==> config.mk <==
export PLATFORM = sky130hd
export DESIGN_NAME = mab_bus
export DESIGN_NICKNAME = d
export VERILOG_FILES = /design/src/rtl/mab_pkg.sv /design/src/rtl/mab_bus.sv
export SDC_FILE = /design/constraint.sdc
export NUM_CORES = 1
export LEC_CHECK = 0
export BUFFER_PORTS_ARGS = -buffer_cell sky130_fd_sc_hd__buf_4
export CELL_PAD_IN_SITES_DETAIL_PLACEMENT = 0
export CELL_PAD_IN_SITES_GLOBAL_PLACEMENT = 1
export CORE_ASPECT_RATIO = 0.5
export CORE_MARGIN = 3
export CORE_UTILIZATION = 42
export CTS_CLUSTER_DIAMETER = 30
export DETAILED_ROUTE_END_ITERATION = 6
export GPL_TIMING_DRIVEN = 0
export PLACE_DENSITY_LB_ADDON = 0.25
export SETUP_SLACK_MARGIN = 0.3
export SYNTH_ARGS = -nofsm -noshare
export SYNTH_HDL_FRONTEND = slang
export SYNTH_SLANG_ARGS = --single-unit
==> constraint.sdc <==
create_clock -name clk -period 2.55 [get_ports clk]
set_input_delay 0.3825 -clock clk [delete_from_list [all_inputs] [get_ports clk]]
set_output_delay 0.3825 -clock clk [all_outputs]
set_load 0.02 [all_outputs]
==> src/rtl/mab_pkg.sv <==
// Overview of operation
// RQ1: address-disable strap low at reset locks status and user-zone pins normal.
// RQ2: nonmux address leads the mux address by half a clock-output period.
// RQ3: nonmux address outputs float during bus hold or reset.
// RQ4: first state drives low eight address bits on low mux lines.
// RQ5: write data driven on mux lines in states two, three and four.
// RQ6: read data captured from mux lines at end of third state.
// RQ7: show-read strap or show-read bit puts internal read data out, states 3-4.
// RQ8: wide variant uses 16-bit data; narrow variant uses address-only upper lines.
// RQ9: address phase on mux lines can be suppressed via strap at reset.
// RQ10: low-byte strobe negated floats low mux lines in states two to four.
// RQ11: mux lines float throughout bus hold or reset.
// RQ12: configuration straps on mux lines latched at reset release.
// RQ13: strap high plus disable-address bit: address only on nonmux outputs; the code applies this in sel_mem cycles only.
// RQ14: address-disable strap sampled within three crystal clocks; held till reset.
// RQ15: each bus cycle runs four states: address then three data states.
package mab_pkg;
    // ------------------------------------------------------------
    // widths and timing
    // ------------------------------------------------------------
    localparam int ADDR_W     = 20;
    localparam int DATA_W     = 16;
    localparam int BYTE_W     = 8;
    localparam int STRAP_LAT  = 3;     // crystal clocks after reset release
    localparam logic [1:0] STRAP_CNT_MAX = 2'h2;
    // half-period phase of the first clock output
    localparam logic CLK_PH_LO = 1'b0;
    localparam logic CLK_PH_HI = 1'b1;

    // bus states
    typedef enum logic [2:0] {
        MAB_IDLE = 3'b000,
        MAB_T1   = 3'b001,
        MAB_T2   = 3'b010,
        MAB_T3   = 3'b011,
        MAB_T4   = 3'b100
    } mab_state_t;

    // request from the core
    typedef struct packed {
        logic              write;
        logic              lo_en;     // low byte participates
        logic              hi_en;     // high byte participates
        logic              sel_mem;   // lower or upper memory select cycle
        logic              internal;  // internal memory read (show-read)
        logic [ADDR_W-1:0] addr;
        logic [DATA_W-1:0] wdata;
    } mab_req_t;

    // pad group for the mux lines
    typedef struct packed {
        logic [DATA_W-1:0] o;
        logic [DATA_W-1:0] oe_n;
    } mab_pad_t;
endpackage

==> src/rtl/mab_bus.sv <==
`timescale 1ns/1ps
`default_nettype none
module mab_bus #(
    parameter bit WIDE = 1'b1  // 1: 16-bit data, 0: 8-bit with address-only
) (
    // clock and reset
    input  wire logic                    clk,
    input  wire logic                    rst_n,
    // core request side
    input  wire logic                    req_valid,
    input  wire mab_pkg::mab_req_t       req,
    output logic                         req_ready,
    output logic                         rd_valid,
    output logic [mab_pkg::DATA_W-1:0]   rd_data,
    input  wire logic [mab_pkg::DATA_W-1:0] int_rd_data,
    // control inputs
    input  wire logic                    hold,
    input  wire logic                    show_read_bit,
    input  wire logic                    disable_address_bit,
    // strap pins
    input  wire logic                    show_read_strap,
    input  wire logic                    address_disable_strap,
    // pins
    output logic                         first_clock_output,
    output logic [mab_pkg::ADDR_W-1:0]   nonmux_address_outputs,
    output logic                         nonmux_oe_n,
    output logic [mab_pkg::DATA_W-1:0]   mux_o,
    output logic [mab_pkg::DATA_W-1:0]   mux_oe_n,
    input  wire logic [mab_pkg::DATA_W-1:0] mux_i,
    // configuration results
    output logic [mab_pkg::DATA_W-1:0]   reset_config,
    output logic                         pins_locked_normal,
    output logic                         addr_suppress_en,
    output logic                         show_read_en
);
    import mab_pkg::*;

    // ------------------------------------------------------------
    // state
    // ------------------------------------------------------------
    typedef struct packed {
        mab_state_t        st;
        logic              ph;
        logic [1:0]        scnt;
        logic              sdone;
        logic              address_disable_strap_lo;
        logic              sren_lo;
        logic [DATA_W-1:0] cfg;
        mab_req_t          cur;
        logic              sup;      // address phase suppressed this cycle
        logic [ADDR_W-1:0] na;
        logic              na_oe_n;
        logic [DATA_W-1:0] mo;
        logic [DATA_W-1:0] moe_n;
        logic              rv;
        logic [DATA_W-1:0] rd;
    } mab_st_t;

    mab_st_t s_r, s_nxt;

    // two-flop synchronisers for pins
    logic [DATA_W-1:0] mux_m_r, mux_s_r;
    logic [1:0]        strap_m_r, strap_s_r;
    logic              hold_m_r, hold_s_r;

    // ------------------------------------------------------------
    // pin synchronisers
    // ------------------------------------------------------------
    // mux lines keep sampling in reset so the straps reach the capture
    always_ff @(posedge clk) begin
        mux_m_r <= mux_i;
        mux_s_r <= mux_m_r;
    end

    // strap and hold pins, parked at their idle levels in reset
    always_ff @(posedge clk or negedge rst_n) begin
        if (!rst_n) begin
            strap_m_r <= 2'h3;
            strap_s_r <= 2'h3;
            hold_m_r  <= 1'b0;
            hold_s_r  <= 1'b0;
        end else begin
            strap_m_r <= {address_disable_strap, show_read_strap};
            strap_s_r <= strap_m_r;
            hold_m_r  <= hold;
            hold_s_r  <= hold_m_r;
        end
    end

    logic idle_pins;
    logic [DATA_W-1:0] lane_oe_n;
    logic [DATA_W-1:0] addr_lo;

    // ------------------------------------------------------------
    // next state
    // ------------------------------------------------------------
    always_comb begin
        s_nxt = s_r;
        s_nxt.rv = 1'b0;
        s_nxt.ph = ~s_r.ph;
        idle_pins = hold_s_r;
        lane_oe_n = '1;
        addr_lo = '0;
        // strap capture after reset release
        if (!s_r.sdone) begin
            if (s_r.scnt == 2'h0) begin
                s_nxt.cfg = mux_s_r;                       // see RQ12
            end
            if (s_r.scnt == STRAP_CNT_MAX) begin
                s_nxt.address_disable_strap_lo = ~strap_s_r[1];             // see RQ14
                s_nxt.sren_lo = ~strap_s_r[0];             // see RQ7
                s_nxt.sdone   = 1'b1;
            end else begin
                s_nxt.scnt = s_r.scnt + 2'h1;
            end
        end
        // byte lane enables
        lane_oe_n[BYTE_W-1:0] = s_r.cur.lo_en ? '0 : '1;   // see RQ10
        if (WIDE) begin
            lane_oe_n[DATA_W-1:BYTE_W] =
                s_r.cur.hi_en ? '0 : '1;                   // see RQ8
        end else begin
            lane_oe_n[DATA_W-1:BYTE_W] = '0;               // address-only
        end
        // bus cycle sequencing, each state lasts two phases
        if (s_r.ph == CLK_PH_HI) begin
            case (s_r.st)
                MAB_IDLE: begin
                    if (req_valid && s_r.sdone && !idle_pins) begin
                        s_nxt.cur = req;
                        s_nxt.st  = MAB_T1;                // see RQ15
                        s_nxt.sup = ~s_r.address_disable_strap_lo
                            & disable_address_bit
                            & req.sel_mem;                 // see RQ9 RQ13
                    end
                end
                MAB_T1: s_nxt.st = MAB_T2;
                MAB_T2: s_nxt.st = MAB_T3;
                MAB_T3: begin
                    s_nxt.st = MAB_T4;
                    if (!s_r.cur.write && !s_r.cur.internal) begin
                        s_nxt.rd = mux_s_r;                // see RQ6
                        s_nxt.rv = 1'b1;
                    end else if (!s_r.cur.write) begin
                        s_nxt.rd = int_rd_data;
                        s_nxt.rv = 1'b1;
                    end
                    if (!WIDE) begin
                        s_nxt.rd[DATA_W-1:BYTE_W] = '0;    // see RQ8
                    end
                end
                MAB_T4: s_nxt.st = MAB_IDLE;
                default: s_nxt.st = MAB_IDLE;
            endcase
        end
        // nonmux address: updated half a period ahead of mux lines
        if (idle_pins) begin
            s_nxt.na_oe_n = 1'b1;                          // see RQ3
        end else if (s_r.ph == CLK_PH_HI && s_r.st == MAB_IDLE
                     && req_valid && s_r.sdone) begin
            s_nxt.na      = req.addr;                      // see RQ2
            s_nxt.na_oe_n = 1'b0;
        end
        // mux line drive, applied on the phase-low half of each state
        addr_lo = s_r.cur.addr[DATA_W-1:0];
        if (idle_pins || s_r.st == MAB_IDLE) begin
            s_nxt.moe_n = '1;                              // see RQ11
        end else if (s_r.ph == CLK_PH_LO) begin
            case (s_r.st)
                MAB_T1: begin
                    s_nxt.mo    = addr_lo;                 // see RQ4
                    s_nxt.moe_n = s_r.sup ? '1 : '0;       // see RQ13
                    if (!WIDE) begin
                        s_nxt.moe_n[DATA_W-1:BYTE_W] = '0;
                    end
                end
                MAB_T2, MAB_T3, MAB_T4: begin
                    s_nxt.moe_n = '1;
                    if (s_r.cur.write) begin
                        s_nxt.mo    = s_r.cur.wdata;       // see RQ5
                        s_nxt.moe_n = lane_oe_n;           // see RQ10
                    end else if (s_r.cur.internal
                                 && show_read_en
                                 && s_r.st != MAB_T2) begin
                        s_nxt.mo    = int_rd_data;         // see RQ7
                        s_nxt.moe_n = lane_oe_n;
                    end
                    if (!WIDE) begin
                        s_nxt.mo[DATA_W-1:BYTE_W] =
                            addr_lo[DATA_W-1:BYTE_W];      // see RQ8
                        s_nxt.moe_n[DATA_W-1:BYTE_W] = '0;
                    end
                end
                default: s_nxt.moe_n = '1;
            endcase
        end
    end

    // ------------------------------------------------------------
    // state register
    // ------------------------------------------------------------
    always_ff @(posedge clk or negedge rst_n) begin
        if (!rst_n) begin
            s_r         <= '0;
            s_r.st      <= MAB_IDLE;
            s_r.na_oe_n <= 1'b1;   // floats in reset, see RQ3
            s_r.moe_n   <= '1;     // floats in reset, see RQ11
        end else begin
            s_r <= s_nxt;
        end
    end

    // ------------------------------------------------------------
    // outputs
    // ------------------------------------------------------------
    assign show_read_en       = s_r.sren_lo | show_read_bit;  // see RQ7
    assign pins_locked_normal = s_r.address_disable_strap_lo;                  // see RQ1
    assign addr_suppress_en   = s_r.sdone & ~s_r.address_disable_strap_lo;     // see RQ9
    assign reset_config       = s_r.cfg;
    assign first_clock_output = s_r.ph;
    assign nonmux_address_outputs = s_r.na;
    assign nonmux_oe_n        = s_r.na_oe_n;
    assign mux_o              = s_r.mo;
    assign mux_oe_n           = s_r.moe_n;
    assign req_ready = s_r.st == MAB_IDLE && s_r.ph == CLK_PH_HI
                       && s_r.sdone && !idle_pins;
    assign rd_valid           = s_r.rv;
    assign rd_data            = s_r.rd;
endmodule
`default_nettype wire

[Yosys cells after proc, flatten, opt, wreduce, memory -nomap -nowiden]
Cells that the tools add are included.
Operators by class
  reductions and logical operators: 27
  add/sub/neg operators: 1
  equal/unequal tests: 10
  muxes and demuxes: 20
  bitwise gates (word level): 12
Operator list (number)
  2-to-1 mux 17 bit: 4
  2-to-1 mux 16 bit: 4
  2-to-1 mux 32 bit: 2
  case mux 16 bit (2 select lines): 2
  2-to-1 mux 19 bit: 1
  2-to-1 mux 8 bit: 2
  case mux 3 bit (4 select lines): 1
  logical AND 1 bit: 10
  AND reduction 2 bit: 5
  NOT 1 bit: 8
  equality test 3 x 2 -> 1 bit, second input constant: 2
  2-to-1 mux 3 bit: 2
  AND reduction 3 bit: 2
  != test 2 x 1 -> 1 bit, second input constant: 2
  AND reduction 4 bit: 1
  nonzero test 2 bit: 2
  bitwise AND 1 bit: 3
  equality test 3 x 1 -> 1 bit, second input constant: 1
  equality test 3 bit, second input constant: 1
  zero test 1 bit: 3
  zero test 3 bit: 1
  != test 3 x 2 -> 1 bit, second input constant: 1
  != test 3 bit, second input constant: 1
  OR reduction 3 bit: 1
  other kinds (7): 8
Storage, ports and cells
  register bits: 170
  word-level logic and storage cells: 96

[Longest topological paths before layout]
Gate-level depths: netlist (run 1).
  word-level depth: 8
  mapped depth: 7
  depth with buffers taken out: 5

[Worst setup path after synthesis (run 1)]
No wires, ideal clock.
  kind: register to register
  start point: reg s_r[136] in the netlist's numbering
  end point: reg s_r (netlist bit mux_o[10])
  slack: 0.717 ns
  arrival: 1.708 ns
  clock period less this slack: 1.833 ns
  path buffers: 2
  required time: 2.425 ns
  stages on the path, launching flop included: 7
  cell sequence: dfrtp_1 buf_6 nor3b_4 nor2_2 o221ai_4 buf_12 mux2_4
On the way
  cells in the longest elaborated chain, start to end: 4
  elaborated cells on any way between the ends: 14
  classes of those cells: eq/ne: 6; mux: 1; bitwise: 1; reduce/logical: 6
Ends and longest elaborated chain
  from (decl): line mab_bus.sv:59  | mab_st_t s_r, s_nxt;
  from (signal assigned): line mab_bus.sv:209  | s_r <= s_nxt;
  equality test 3 x 2 -> 1 bit (tied with other cells): line mab_bus.sv:169  | case (s_r.st)
  OR reduction 3 bit (tied with other cells): line mab_bus.sv:169
  != test 3 bit (no line) (tied with other cells)
  AND reduction 4 bit (no line)
Parallel ways exist; a longest one is shown, timed or not.
A chain may end at the register's enable or synchronous reset.

[Worst setup path in the final report (run 1)]
  start point: reg s_r[107] in the netlist's numbering
  end point: reg s_r (netlist bit mux_o[5])
On the way
  cells in the longest elaborated chain, start to end: 4
Ends and longest elaborated chain
  logical AND 1 bit: line mab_bus.sv:183  | && show_read_en
  logical AND 1 bit: line mab_bus.sv:184  | && s_r.st != MAB_T2) begin
  != test 3 bit (no line)
  AND reduction 4 bit (no line)
No other way between the ends.

==> parameters.txt, run 1 <==
Parameter                              Value

Status
  Status    finished, final reports clean

Critical path
  Start of the worst register-to-register path    s_r[107]$_DFFE_PN0P_
  Worst Setup Path Type    flop to flop
  Crit path arrival time    2.43 ns
  Max FO, Critical Path    10
  Reg2reg path depth    6
  Setup slack on the worst flop-to-flop path    0.41 ns
  Category of the worst setup path launch point    flop
  Setup crit start    s_r[107]$_DFFE_PN0P_
  Type of destination of the critical path    flop
  Crit path to    mux_o[5]$_DFFE_PN0P_
  Required time of the critical path    2.84 ns
  Worst reg2reg endpoint    mux_o[5]$_DFFE_PN0P_

Clocking
  Total clock buffers created by CTS    17
  Clock Path Buffers    2
  Clock root buffer master    sky130_fd_sc_hd__clkbuf_16
  Clock latency at the later pin of the worst-skew pair    0.41 ns
  Total number of H-tree levels    4
  CTS tree    built
  Sinks on the clock net    156
  CTS clock-pin slew for the worst setup and hold paths    0.07 ns
  Post-CTS Repair Setup Buffers    0

Timing
  Final hold slack    0.06691 ns
  Pin slew with the least headroom to its limit    0.8950 ns
  Tcrit/Tclk final    83.98%
  Slew HR    40.33%
  Setup TNS    0 ns
  Final period demand of the worst path    2.141 ns
  Setup skew after layout    0.01325 ns
  Setup repair after global routing missed its margin    false
  Highest achievable clock rate    467.0 MHz
  Final Worst Setup Slack    0.4086 ns
  Number of pins exceeding their max-slew limit in the final report    0
  Finish-stage setup viols    0
  Final-report hold violation count    0

Floorplan
  Die Height    95.49 um
  Number of placement rows    32
  Effective utilization at floorplan    43.30%
  Total die area    0.01766 sq mm
  Number of primary I/O pins    172
  Core region area    0.01553 sq mm
  Die extent in x    185.0 um

Global routing
  Vias in the first global route    4233
  Number of antenna violations at the first check in global routing    0
  Wire length of the first global-routing pass    22.99 mm
  Pin count of the biggest net entering global routing    93
  Remaining global-route overflow    0
  Total global-route track usage    17.18%

Yosys
  Largest cells by area after synthesis    sky130_fd_sc_hd__dfrtp_1, sky130_fd_sc_hd__mux2_2, sky130_fd_sc_hd__dfxtp_1
  Distinct cell type count after synthesis    38
  Sequential-to-total area share from yosys stat    55.78%
  Synth warnings    0
  Primary flip-flop cell chosen by synthesis mapping    sky130_fd_sc_hd__dfrtp_1
  Async SR Flop Fraction    79.49%
  Synth Cell Area    0.006726 sq mm
  Synth area leader    sky130_fd_sc_hd__dfrtp_1
  Synthesized net count    603
  Mean instance size in the synthesized netlist    12.94 sq um
  FF+latch count, synth    156
  Yosys top cell area share    43.53%
  Synthesized netlist cell count    520
  EDFF count, synth    0

Routing
  Vias after detailed routing    4283
  Number of design-rule violations left by the first detailed-router iteration    199
  # DRC    0
  Residual antenna-violating net count after detailed routing    0
  Wire length after detailed routing    14.91 mm
  Per-cell via count in the routed design    4.610
  Average wire per standard cell    16.05 um
  Pre-antenna DRT Iters    4

Layout
  Finished Layout Cells    929
  Share of cells above drive strength 1    56.97%
  Area growth from synthesis to layout    32.59%
  Antenna Cells    0
  Number of nets in the final layout    795
  Number of fillers in the final layout    1355

Flow run
  Maximum Capacitance Violations    0

Place
  Worst-case setup slack after placement    0.3080 ns
  Cell total after placement    896
  Half-perimeter wire length after detailed placement    11.16 mm
  Port Buf Inserts    171
  Routability-driven placement congestion ratio    0.7678

Power and ir drop
  Maximum resistive drop on vdd    527.0 uV
  Lkg Pwr    4.440 nW
  Power per standard cell area    1207 mW/mm^2

Worst hold path
  Type of the tightest min-delay check    input pin to flop
  Hold depth    1
-- area by class of cell --
type                       instances  area [sq um]  share of cell area (%)
buffer                           111         787.0                   8.824
clock inverter                    14         163.9                   1.838
sequential                       156          3752                   42.07
timing repair buffer             173          1325                   14.86
inverter                          22         82.58                  0.9259
clock buffer                      18         439.2                   4.924
multi-input combinational        231          2113                   23.70
tap                              204         255.2                   2.862
-- cell usage in the layout, fill, tap and decap left out, types with 3 or more instances in the layout --
master,instances
sky130_fd_sc_hd__o21ai_0,3
sky130_fd_sc_hd__buf_1,5
sky130_fd_sc_hd__clkbuf_16,17
sky130_fd_sc_hd__inv_8,5
sky130_fd_sc_hd__nand2_1,38
sky130_fd_sc_hd__inv_1,22
sky130_fd_sc_hd__dfstp_2,7
sky130_fd_sc_hd__nor2_1,5
sky130_fd_sc_hd__mux2i_1,18
sky130_fd_sc_hd__dfxtp_1,32
sky130_fd_sc_hd__buf_4,255
sky130_fd_sc_hd__buf_6,5
sky130_fd_sc_hd__mux2_4,9
sky130_fd_sc_hd__dfrtp_1,117
sky130_fd_sc_hd__o31ai_1,17
sky130_fd_sc_hd__buf_2,3
sky130_fd_sc_hd__mux2_2,90
sky130_fd_sc_hd__inv_6,7
sky130_fd_sc_hd__clkbuf_1,12
sky130_fd_sc_hd__mux2_1,7
sky130_fd_sc_hd__o41ai_1,15
sky130_fd_sc_hd__nand2b_1,3
-- logic make-up (layout without fill, tap and decap cells) --
family	Yosys count	count (layout)	synth area share, %
and+or+nand+nor	60	60	4.390
buffers and inverters	133	338	12.91
DFF	156	156	55.78
AOI/OAI and AO/OA	44	44	5.487
xor gates and xnor gates	1	1	0.1302
muxes	124	124	20.93
adders and majority gates	2	2	0.3720
-- through the flow --
step / cell area (sq um) / total power [W] / util [%]
after global placement: 8265 / 0.008176 / 53.21
after floorplan: 6726 / 0.006789 / -
after CTS: 8910 / 0.01088 / 57.35
final: 8919 / 0.01076 / 57.41
after detailed placement: 8297 / 0.008271 / 53.41
after global routing: 8919 / 0.01138 / 57.41
-- synthesized netlist by cell type (2+ instances only) --
cell	count
sky130_fd_sc_hd__or3_1	2
sky130_fd_sc_hd__dfxtp_1	32
sky130_fd_sc_hd__dfstp_2	7
sky130_fd_sc_hd__buf_1	6
sky130_fd_sc_hd__ha_1	2
sky130_fd_sc_hd__mux2_2	90
sky130_fd_sc_hd__nor2b_1	2
sky130_fd_sc_hd__nand2_1	38
sky130_fd_sc_hd__or2_2	2
sky130_fd_sc_hd__nor2_1	5
sky130_fd_sc_hd__inv_1	22
sky130_fd_sc_hd__o41ai_1	16
sky130_fd_sc_hd__dfrtp_1	117
sky130_fd_sc_hd__nand2b_1	3
sky130_fd_sc_hd__o2bb2ai_1	2
sky130_fd_sc_hd__mux2i_1	18
sky130_fd_sc_hd__mux2_4	9
sky130_fd_sc_hd__o32a_1	2
sky130_fd_sc_hd__o21ai_0	3
sky130_fd_sc_hd__buf_2	3
sky130_fd_sc_hd__buf_4	85
sky130_fd_sc_hd__mux2_1	7
sky130_fd_sc_hd__o31ai_1	17
sky130_fd_sc_hd__buf_6	4
sky130_fd_sc_hd__clkbuf_1	12
sky130_fd_sc_hd__nor3b_4	2
-- flip-flops by register name (all words and copies together), names as in the netlist --
register	flops
first_clock_output	1
mux_s_r	16
hold_s_r	1
hold_m_r	1
mux_m_r	16
strap_m_r	2
mux_oe_n	2
reset_config	16
pins_locked_normal	1
mux_o	16
rd_data	16
s_r	28
nonmux_oe_n	1
addr_lo	16
rd_valid	1
strap_s_r	2
nonmux_address_outputs	20
-- critical path: stages (launching register included) --
cell,delay [ns]
sky130_fd_sc_hd__dfrtp_1,0.35
sky130_fd_sc_hd__buf_2,0.21
sky130_fd_sc_hd__o21ai_2,0.21
sky130_fd_sc_hd__clkbuf_1,0.51
sky130_fd_sc_hd__o41ai_2,0.18
sky130_fd_sc_hd__mux2_2,0.29
sky130_fd_sc_hd__mux2_2,0.25
-- worst min path at each step --
stage | start | end | slack (ns)
final | mux_i[7] | mux_m_r[7]$_DFF_P_ | 0.07
after floorplan | rst_n | addr_lo[0]$_DFFE_PN0P_ | 0.09
after global routing | mux_i[7] | mux_m_r[7]$_DFF_P_ | 0.04
after global placement | mux_m_r[14]$_DFF_P_ | mux_s_r[14]$_DFF_P_ | 0.31
after detailed placement | rst_n | reset_config[9]$_DFFE_PN0P_ | 0.29
after CTS | mux_i[4] | mux_m_r[4]$_DFF_P_ | 0.05
-- where the power goes --
| group | leakage, nW | switching (W) | internal (W) |
|---|---|---|---|
| combinational | 2.34 | 0.00213 | 0.00244 |
| clock | 0.300 | 0.00115 | 0.00144 |
| sequential | 1.80 | 0.000385 | 0.00322 |
| total | 4.44 | 0.00366 | 0.00710 |
-- layer usage --
| metal | vias to the layer above | track usage [%] | share of wire [%] |
|---|---|---|---|
| met3 | 5 | 4.116 | 4.1 |
| met4 | 0 | 3.930 | 0.53 |
| met1 | 2109 | 24.95 | 49 |
| met5 | - | 0 | 0 |
| met2 | 84 | 26.16 | 46 |
| li1 | 2085 | - | - |
-- repair_timing --
| action | 4_1_cts | 5_1_grt |
|---|---|---|
| setup endpoints to repair | 0 | 11 |
| endpoints found under the hold margin | 32 | 0 |
| hold buffers | 1 | 0 |
| gates resized for setup | 0 | 2 |
Note: power is estimated with default switching activity, not from simulation.
==> run 2: changes to the inputs <==
==> constraint.sdc (replaced) <==
create_clock -name clk -period 2.2 [get_ports clk]
set_input_delay 0.33 -clock clk [delete_from_list [all_inputs] [get_ports clk]]
set_output_delay 0.33 -clock clk [all_outputs]
set_load 0.02 [all_outputs]
==> run 2 against run 1 <==
Compared with the run above:
- largest cell class unchanged
- core utilization grew 1.1 points
- largest power group unchanged
- hold slack lost 0.048 ns
- critical endpoint is now mux_o[13]$_DFFE_PN0P_
- clock power grew 16%
- combinational power grew 19%
- non-clock buffer count grew 14
- fmax grew 17%
- sequential cell count is the same
- total power grew 17%
- setup slack lost 0.037 ns
- die area is the same
- design area grew 2.0%
==> parameters.txt, run 2 (synthesized netlist as in run 1, its figures left out) <==
Parameter                              Value

Status
  Status    finished, final reports clean

Power and ir drop
  Lkg Pwr    4.541 nW
  Sequential group share of total power    33.2%
  Internal    0.008342 W
  Share of power burned in combinational logic    43.0%
  Switching fraction of total power    33.81%
  Power share of the clock group    23.7%
  Maximum resistive drop on vdd    625.0 uV
  Power per standard cell area    1386 mW/mm^2
  Power spent charging and discharging nets    0.004261 W

Timing
  Setup TNS    0 ns
  Slew HR    51.75%
  Highest achievable clock rate    546.9 MHz
  Setup repair after global routing missed its margin    true
  Tcrit/Tclk final    83.12%
  Pin slew with the least headroom to its limit    0.7238 ns
  Final hold slack    0.01868 ns
  Setup skew after layout    0.01329 ns
  Final-report hold violation count    0
  Finish-stage setup viols    0
  Final period demand of the worst path    1.829 ns
  Number of pins exceeding their max-slew limit in the final report    0

Global routing
  Total global-route track usage    17.30%
  Vias in the first global route    4266
  Number of antenna violations at the first check in global routing    0
  Remaining global-route overflow    0
  Pin count of the biggest net entering global routing    93
  Wire length of the first global-routing pass    23.16 mm

Floorplan
  Effective utilization at floorplan    43.30%
  Total die area    0.01766 sq mm
  Core region area    0.01553 sq mm
  Number of primary I/O pins    172
  Number of placement rows    32
  Die extent in x    185.0 um
  Die Height    95.49 um

Critical path
  Crit path arrival time    2.12 ns
  Highest-delay cell along the critical path    sky130_fd_sc_hd__dfrtp_1
  Required time of the critical path    2.49 ns
  Kind of cell with the highest combined delay on the critical path    simple AND/OR/NAND/NOR gates
  Max FO, Critical Path    10
  Critical path cell sequence    buf_6, nor3b_4, or2_2, o221ai_4, buf_12, mux2_4
  Type of destination of the critical path    flop
  Worst Setup Path Type    flop to flop
  Total buffers and inverters traversed by the critical path    2
  Category of the worst setup path launch point    flop
  Stage delay of the slowest cell on the critical path    0.37 ns

Layout
  Number of flip-flops under the largest register name    28
  Most common library cell in the layout ignoring fill and taps    sky130_fd_sc_hd__buf_4
  Share of cells above drive strength 1    58.46%
  Number of fillers in the final layout    1347
  Register with the most flip-flops    s_r
  Highest-count cells in the layout ignoring fill and taps    sky130_fd_sc_hd__buf_4, sky130_fd_sc_hd__dfrtp_1, sky130_fd_sc_hd__mux2_2
  Area growth from synthesis to layout    35.17%
  Antenna Cells    0
  Number of nets in the final layout    809

Clocking
  Clock root buffer master    sky130_fd_sc_hd__clkbuf_16
  Clock latency at the later pin of the worst-skew pair    0.41 ns
  Clock Path Buffers    2
  Sinks on the clock net    156
  CTS tree    built
  Total clock buffers created by CTS    17
  Total number of H-tree levels    4
  CTS clock-pin slew for the worst setup and hold paths    0.07 ns

Flow run
  Maximum Capacitance Violations    0

Routing
  Per-cell via count in the routed design    4.601
  Number of design-rule violations left by the first detailed-router iteration    174
  Wire length after detailed routing    15.06 mm
  Average wire per standard cell    15.97 um
  Vias after detailed routing    4339
  Pre-antenna DRT Iters    4
  Residual antenna-violating net count after detailed routing    0
  # DRC    0

Place
  Routability-driven placement congestion ratio    0.7678
  Half-perimeter wire length after detailed placement    11.16 mm
  Port Buf Inserts    171

Worst hold path
  Type of the tightest min-delay check    input pin to flop
[run 2: power by group through the flow]
stage	clock, W	sequential, W	combinational, W
2_1_floorplan	0	0.00410	0.00376
3_3_place_gp	0	0.00421	0.00527
3_5_place_dp	0	0.00425	0.00534
4_1_cts	0.00307	0.00419	0.00541
5_1_grt	0.00319	0.00430	0.00585
6_report	0.00299	0.00419	0.00542
[run 2: per-layer routing]
layer,routed length (um),up-vias,GRT usage [%]
li1,-,2119,-
met1,7447,2130,25.19
met2,6952,85,26.28
met3,580,5,4.116
met4,79,0,3.930
met5,0,-,0
[run 2: through the flow]
stage	setup WS, ns	power [W]	instances	util, %	instance area [sq um]
after floorplan	0.3665	0.007869	520	-	6726
after global placement	0.04015	0.009477	895	53.21	8265
after detailed placement	0.01045	0.009587	896	53.41	8297
after CTS	0.3074	0.01266	937	58.00	9010
after global routing	0.2779	0.01334	943	58.53	9092
final	0.3714	0.01260	943	58.53	9092
[run 2: worst paths after layout]
check	from	end	slack (ns)	cells after the start
worst max-delay path	s_r[134]$_DFFE_PN0P_	mux_o[13]$_DFFE_PN0P_	0.37	6
worst min-delay path	hold	hold_m_r$_DFF_PN0_	0.02	1
worst max register to register	s_r[134]$_DFFE_PN0P_	mux_o[13]$_DFFE_PN0P_	0.37	6
worst min register to register	mux_m_r[11]$_DFF_P_	mux_s_r[11]$_DFF_P_	0.32	0
max in group asynchronous	rst_n	mux_oe_n[7]$_DFFE_PN1P_	1.03	3
min in group asynchronous	rst_n	reset_config[9]$_DFFE_PN0P_	0.36	2
[run 2: timing repair]
action,4_1_cts,5_1_grt
resized for setup,14,20
buffers inserted,5,3
pin swaps,2,3
gates cloned,0,0
hold endpoints to repair,36,3
setup endpoints to repair,64,72
hold buffers,5,3
[run 2: layout make-up]
cell class                 instances  area, sq um  area share, %
multi-input combinational        231         2120          23.31
clock inverter                    14        163.9          1.803
tap                              204        255.2          2.807
buffer                           110        817.0          8.986
inverter                          22        82.58         0.9082
timing repair buffer             188         1463          16.09
clock buffer                      18        439.2          4.830
sequential                       156         3752          41.27
[run 2: worst register-to-register path: stages, from the launching register on]
cell	delay (ns)
sky130_fd_sc_hd__dfrtp_1	0.37
sky130_fd_sc_hd__buf_6	0.14
sky130_fd_sc_hd__nor3b_4	0.16
sky130_fd_sc_hd__or2_2	0.30
sky130_fd_sc_hd__o221ai_4	0.23
sky130_fd_sc_hd__buf_12	0.20
sky130_fd_sc_hd__mux2_4	0.31
==> run 3: changes to the inputs <==
--- a/config.mk
+++ b/config.mk
@@ -5,12 +5,13 @@
 export SDC_FILE = /design/constraint.sdc
 export NUM_CORES = 1
 export LEC_CHECK = 0
+export ABC_AREA = 1
 export BUFFER_PORTS_ARGS = -buffer_cell sky130_fd_sc_hd__buf_4
 export CELL_PAD_IN_SITES_DETAIL_PLACEMENT = 0
 export CELL_PAD_IN_SITES_GLOBAL_PLACEMENT = 1
 export CORE_ASPECT_RATIO = 0.5
 export CORE_MARGIN = 3
-export CORE_UTILIZATION = 42
+export CORE_UTILIZATION = 36
 export CTS_CLUSTER_DIAMETER = 30
 export DETAILED_ROUTE_END_ITERATION = 6
 export GPL_TIMING_DRIVEN = 0
==> constraint.sdc (replaced) <==
create_clock -name clk -period 1.6 [get_ports clk]
set_input_delay 0.24 -clock clk [delete_from_list [all_inputs] [get_ports clk]]
set_output_delay 0.24 -clock clk [all_outputs]
set_load 0.02 [all_outputs]
==> run 3 against run 2 <==
Compared with the run above:
- the flow now finishes with violations (setup timing)
- total power is 70% higher
- critical path depth is 2 lower
- combinational power is 110% higher
- sequential power rose by 41%
- design area grew 31%
- sequential cell count did not move
- via count rose by 36%
- largest cell class is now buffers
==> parameters.txt, run 3 <==
Parameter                              Value

Layout
  Number of flip-flops under the largest register name    28
  Antenna Cells    0
  Area of all placed cells without fillers    0.01187 sq mm
  Sequential cell area in the final layout    0.003756 sq mm
  Number of nets in the final layout    1142
  Finished Layout Cells    1306
  Register with the most flip-flops    s_r
  Number of fillers in the final layout    1394
  Area growth from synthesis to layout    75.64%
  Area used by multi-input combinational logic    0.002554 sq mm
  Share of cells above drive strength 1    54.85%
  Most common library cell in the layout ignoring fill and taps    sky130_fd_sc_hd__buf_6
  Highest-count cells in the layout ignoring fill and taps    sky130_fd_sc_hd__buf_6, sky130_fd_sc_hd__buf_4, sky130_fd_sc_hd__nand2_1

Yosys
  Yosys top cell area share    43.31%
  Synthesized net count    816
  Most used standard cell by instance count after synthesis    sky130_fd_sc_hd__nand2_1
  Largest cells by area after synthesis    sky130_fd_sc_hd__dfrtp_1, sky130_fd_sc_hd__dfxtp_1, sky130_fd_sc_hd__buf_4
  Leading post-synthesis cells by instance count    sky130_fd_sc_hd__nand2_1, sky130_fd_sc_hd__dfrtp_1, sky130_fd_sc_hd__buf_4
  Synth Cell Area    0.006760 sq mm
  FF+latch count, synth    156
  Synth area leader    sky130_fd_sc_hd__dfrtp_1
  Synth warnings    0
  Mean instance size in the synthesized netlist    9.223 sq um
  Primary flip-flop cell chosen by synthesis mapping    sky130_fd_sc_hd__dfrtp_1
  Distinct cell type count after synthesis    29
  Async SR Flop Fraction    79.49%
  Sequential-to-total area share from yosys stat    55.51%
  Synthesized netlist cell count    733
  EDFF count, synth    0

Clocking
  CTS tree    built
  Total clock buffers created by CTS    17
  Clock latency at the later pin of the worst-skew pair    0.42 ns
  Sinks on the clock net    156
  CTS clock-pin slew for the worst setup and hold paths    0.08 ns
  Total number of H-tree levels    4
  Clock root buffer master    sky130_fd_sc_hd__clkbuf_16
  Clock Path Buffers    2

Critical path
  Worst Setup Path Type    flop to primary output
  Type of destination of the critical path    primary output
  Setup slack on the worst flop-to-flop path    0.01 ns
  Category of the worst setup path launch point    flop
  Required time of the critical path    1.36 ns
  Critical path cell sequence    nor2_4, nand2_4, nor4_4, buf_4
  Max FO, Critical Path    4
  Crit path arrival time    1.39 ns
  Highest-delay cell along the critical path    sky130_fd_sc_hd__dfrtp_2
  Stage delay of the slowest cell on the critical path    0.45 ns

Timing
  Final Worst Setup Slack    -0.02675 ns
  Highest achievable clock rate    614.7 MHz
  Final-report hold violation count    0
  Final hold slack    0.02071 ns
  Setup repair after global routing missed its margin    true
  Number of pins exceeding their max-slew limit in the final report    0
  Tcrit/Tclk final    101.7%
  Pin slew with the least headroom to its limit    0.5053 ns
  Final period demand of the worst path    1.627 ns
  Finish-stage setup viols    1
  Slew HR    66.31%
  Setup skew after layout    0.01114 ns

Status
  Violations in the final reports    setup timing
  Status    finished with violations

Place
  Port Buf Inserts    171
  Cell Area, Placed    0.008406 sq mm
  Routability-driven placement congestion ratio    0.7935
  Cell total after placement    1139
  Worst-case setup slack after placement    -0.1147 ns
  Half-perimeter wire length after detailed placement    13.12 mm

Power and ir drop
  Power spent charging and discharging nets    0.007895 W
  Switching fraction of total power    36.82%
  Share of power burned in combinational logic    54.1%
  Maximum resistive drop on vdd    1010 uV
  Sequential group share of total power    27.4%
  Power share of the clock group    18.4%
  Power per standard cell area    1806 mW/mm^2
  Lkg Pwr    5.954 nW
  Overall power of the completed layout    0.02144 W
  Internal    0.01355 W

Floorplan
  Number of placement rows    34
  Effective utilization at floorplan    37.84%
  Core region area    0.01787 sq mm
  Number of primary I/O pins    172
  Die Height    102.9 um
  Die extent in x    199.8 um
  Total die area    0.02056 sq mm

Worst hold path
  Type of the tightest min-delay check    input pin to flop

Flow run
  Maximum Capacitance Violations    0

Routing
  Residual antenna-violating net count after detailed routing    0
  # DRC    0
  Wire length after detailed routing    21.20 mm
  Vias after detailed routing    5885
  Number of design-rule violations left by the first detailed-router iteration    254
  Pre-antenna DRT Iters    4
  Per-cell via count in the routed design    4.506
  Average wire per standard cell    16.23 um

Global routing
  Vias in the first global route    5937
  Wire length of the first global-routing pass    32.25 mm
  Pin count of the biggest net entering global routing    94
  Remaining global-route overflow    0
  Total global-route track usage    20.74%
  Number of antenna violations at the first check in global routing    0
-- run 3: worst paths after layout --
kind	from	endpoint	depth (start not counted)
worst max-delay path	s_r[136]$_DFFE_PN0P_	req_ready	4
worst min-delay path	req[0]	s_r[71]$_DFFE_PN0P_	3
worst max register to register	s_r[136]$_DFFE_PN0P_	s_r[107]$_DFFE_PN0P_	8
max in group asynchronous	rst_n	s_r[75]$_DFFE_PN0P_	3
worst min register to register	mux_m_r[13]$_DFF_P_	mux_s_r[13]$_DFF_P_	0
min in group asynchronous	rst_n	rd_data[2]$_DFFE_PN0P_	2
-- run 3: cells by family after synthesis --
group	share of synthesized area [%]
AND/OR/NAND/NOR	15.84
adder cells (fa/ha/maj)	0.3701
buffers and inverters	16.66
multiplexers	2.665
AO/OA/AOI/OAI	8.829
flip-flops	55.51
XOR/XNOR	0.1296
-- run 3: critical path: cells and delay by family (launching register included) --
family                 cells  cell delay (ns)
buffers and inverters      1             0.18
DFF                        1             0.45
and+or+nand+nor            3             0.34
-- run 3: power groups by stage --
stage               Combinational (W)  Sequential (W)  Clock (W)
floorplan                     0.00490         0.00569          0
global placement              0.00717         0.00581          0
detailed placement            0.00725         0.00585          0
CTS                            0.0105         0.00585    0.00401
global route                   0.0126         0.00601    0.00421
finish                         0.0116         0.00589    0.00395
-- run 3: final cells by class --
| class | count | area share [%] |
|---|---|---|
| plain buffers | 116 | 11.30 |
| clock buffers | 18 | 3.699 |
| clock inverters | 14 | 1.043 |
| inverters | 85 | 2.729 |
| multi-input cells | 376 | 21.51 |
| flip-flops and latches | 156 | 31.63 |
| well taps | 234 | 2.466 |
| repair buffers | 307 | 25.63 |
-- run 3: per-stage QoR --
stage	TNS, ns	utilization [%]
finish	-0.02675	66.46
CTS	-0.04094	63.12
detailed placement	-2.412	47.04
floorplan	0	-
global route	-3.715	66.46
global placement	-19.74	46.87
-- run 3: what timing repair did --
action | in CTS | in global routing
endpoints found under the hold margin | 54 | 0
gates resized for setup | 423 | 72
gates cloned | 14 | 1
buffers inserted | 54 | 42
pin swaps | 21 | 16
endpoints found under the setup margin | 191 | 200
hold buffers | 24 | 0
-- run 3: metal layers --
layer,track usage (%),wire length (um),up-vias
met4,5.249,251,0
met2,33.37,10230,118
met3,4.081,843,20
met1,29.18,9878,2841
met5,0,0,-
li1,-,-,2906
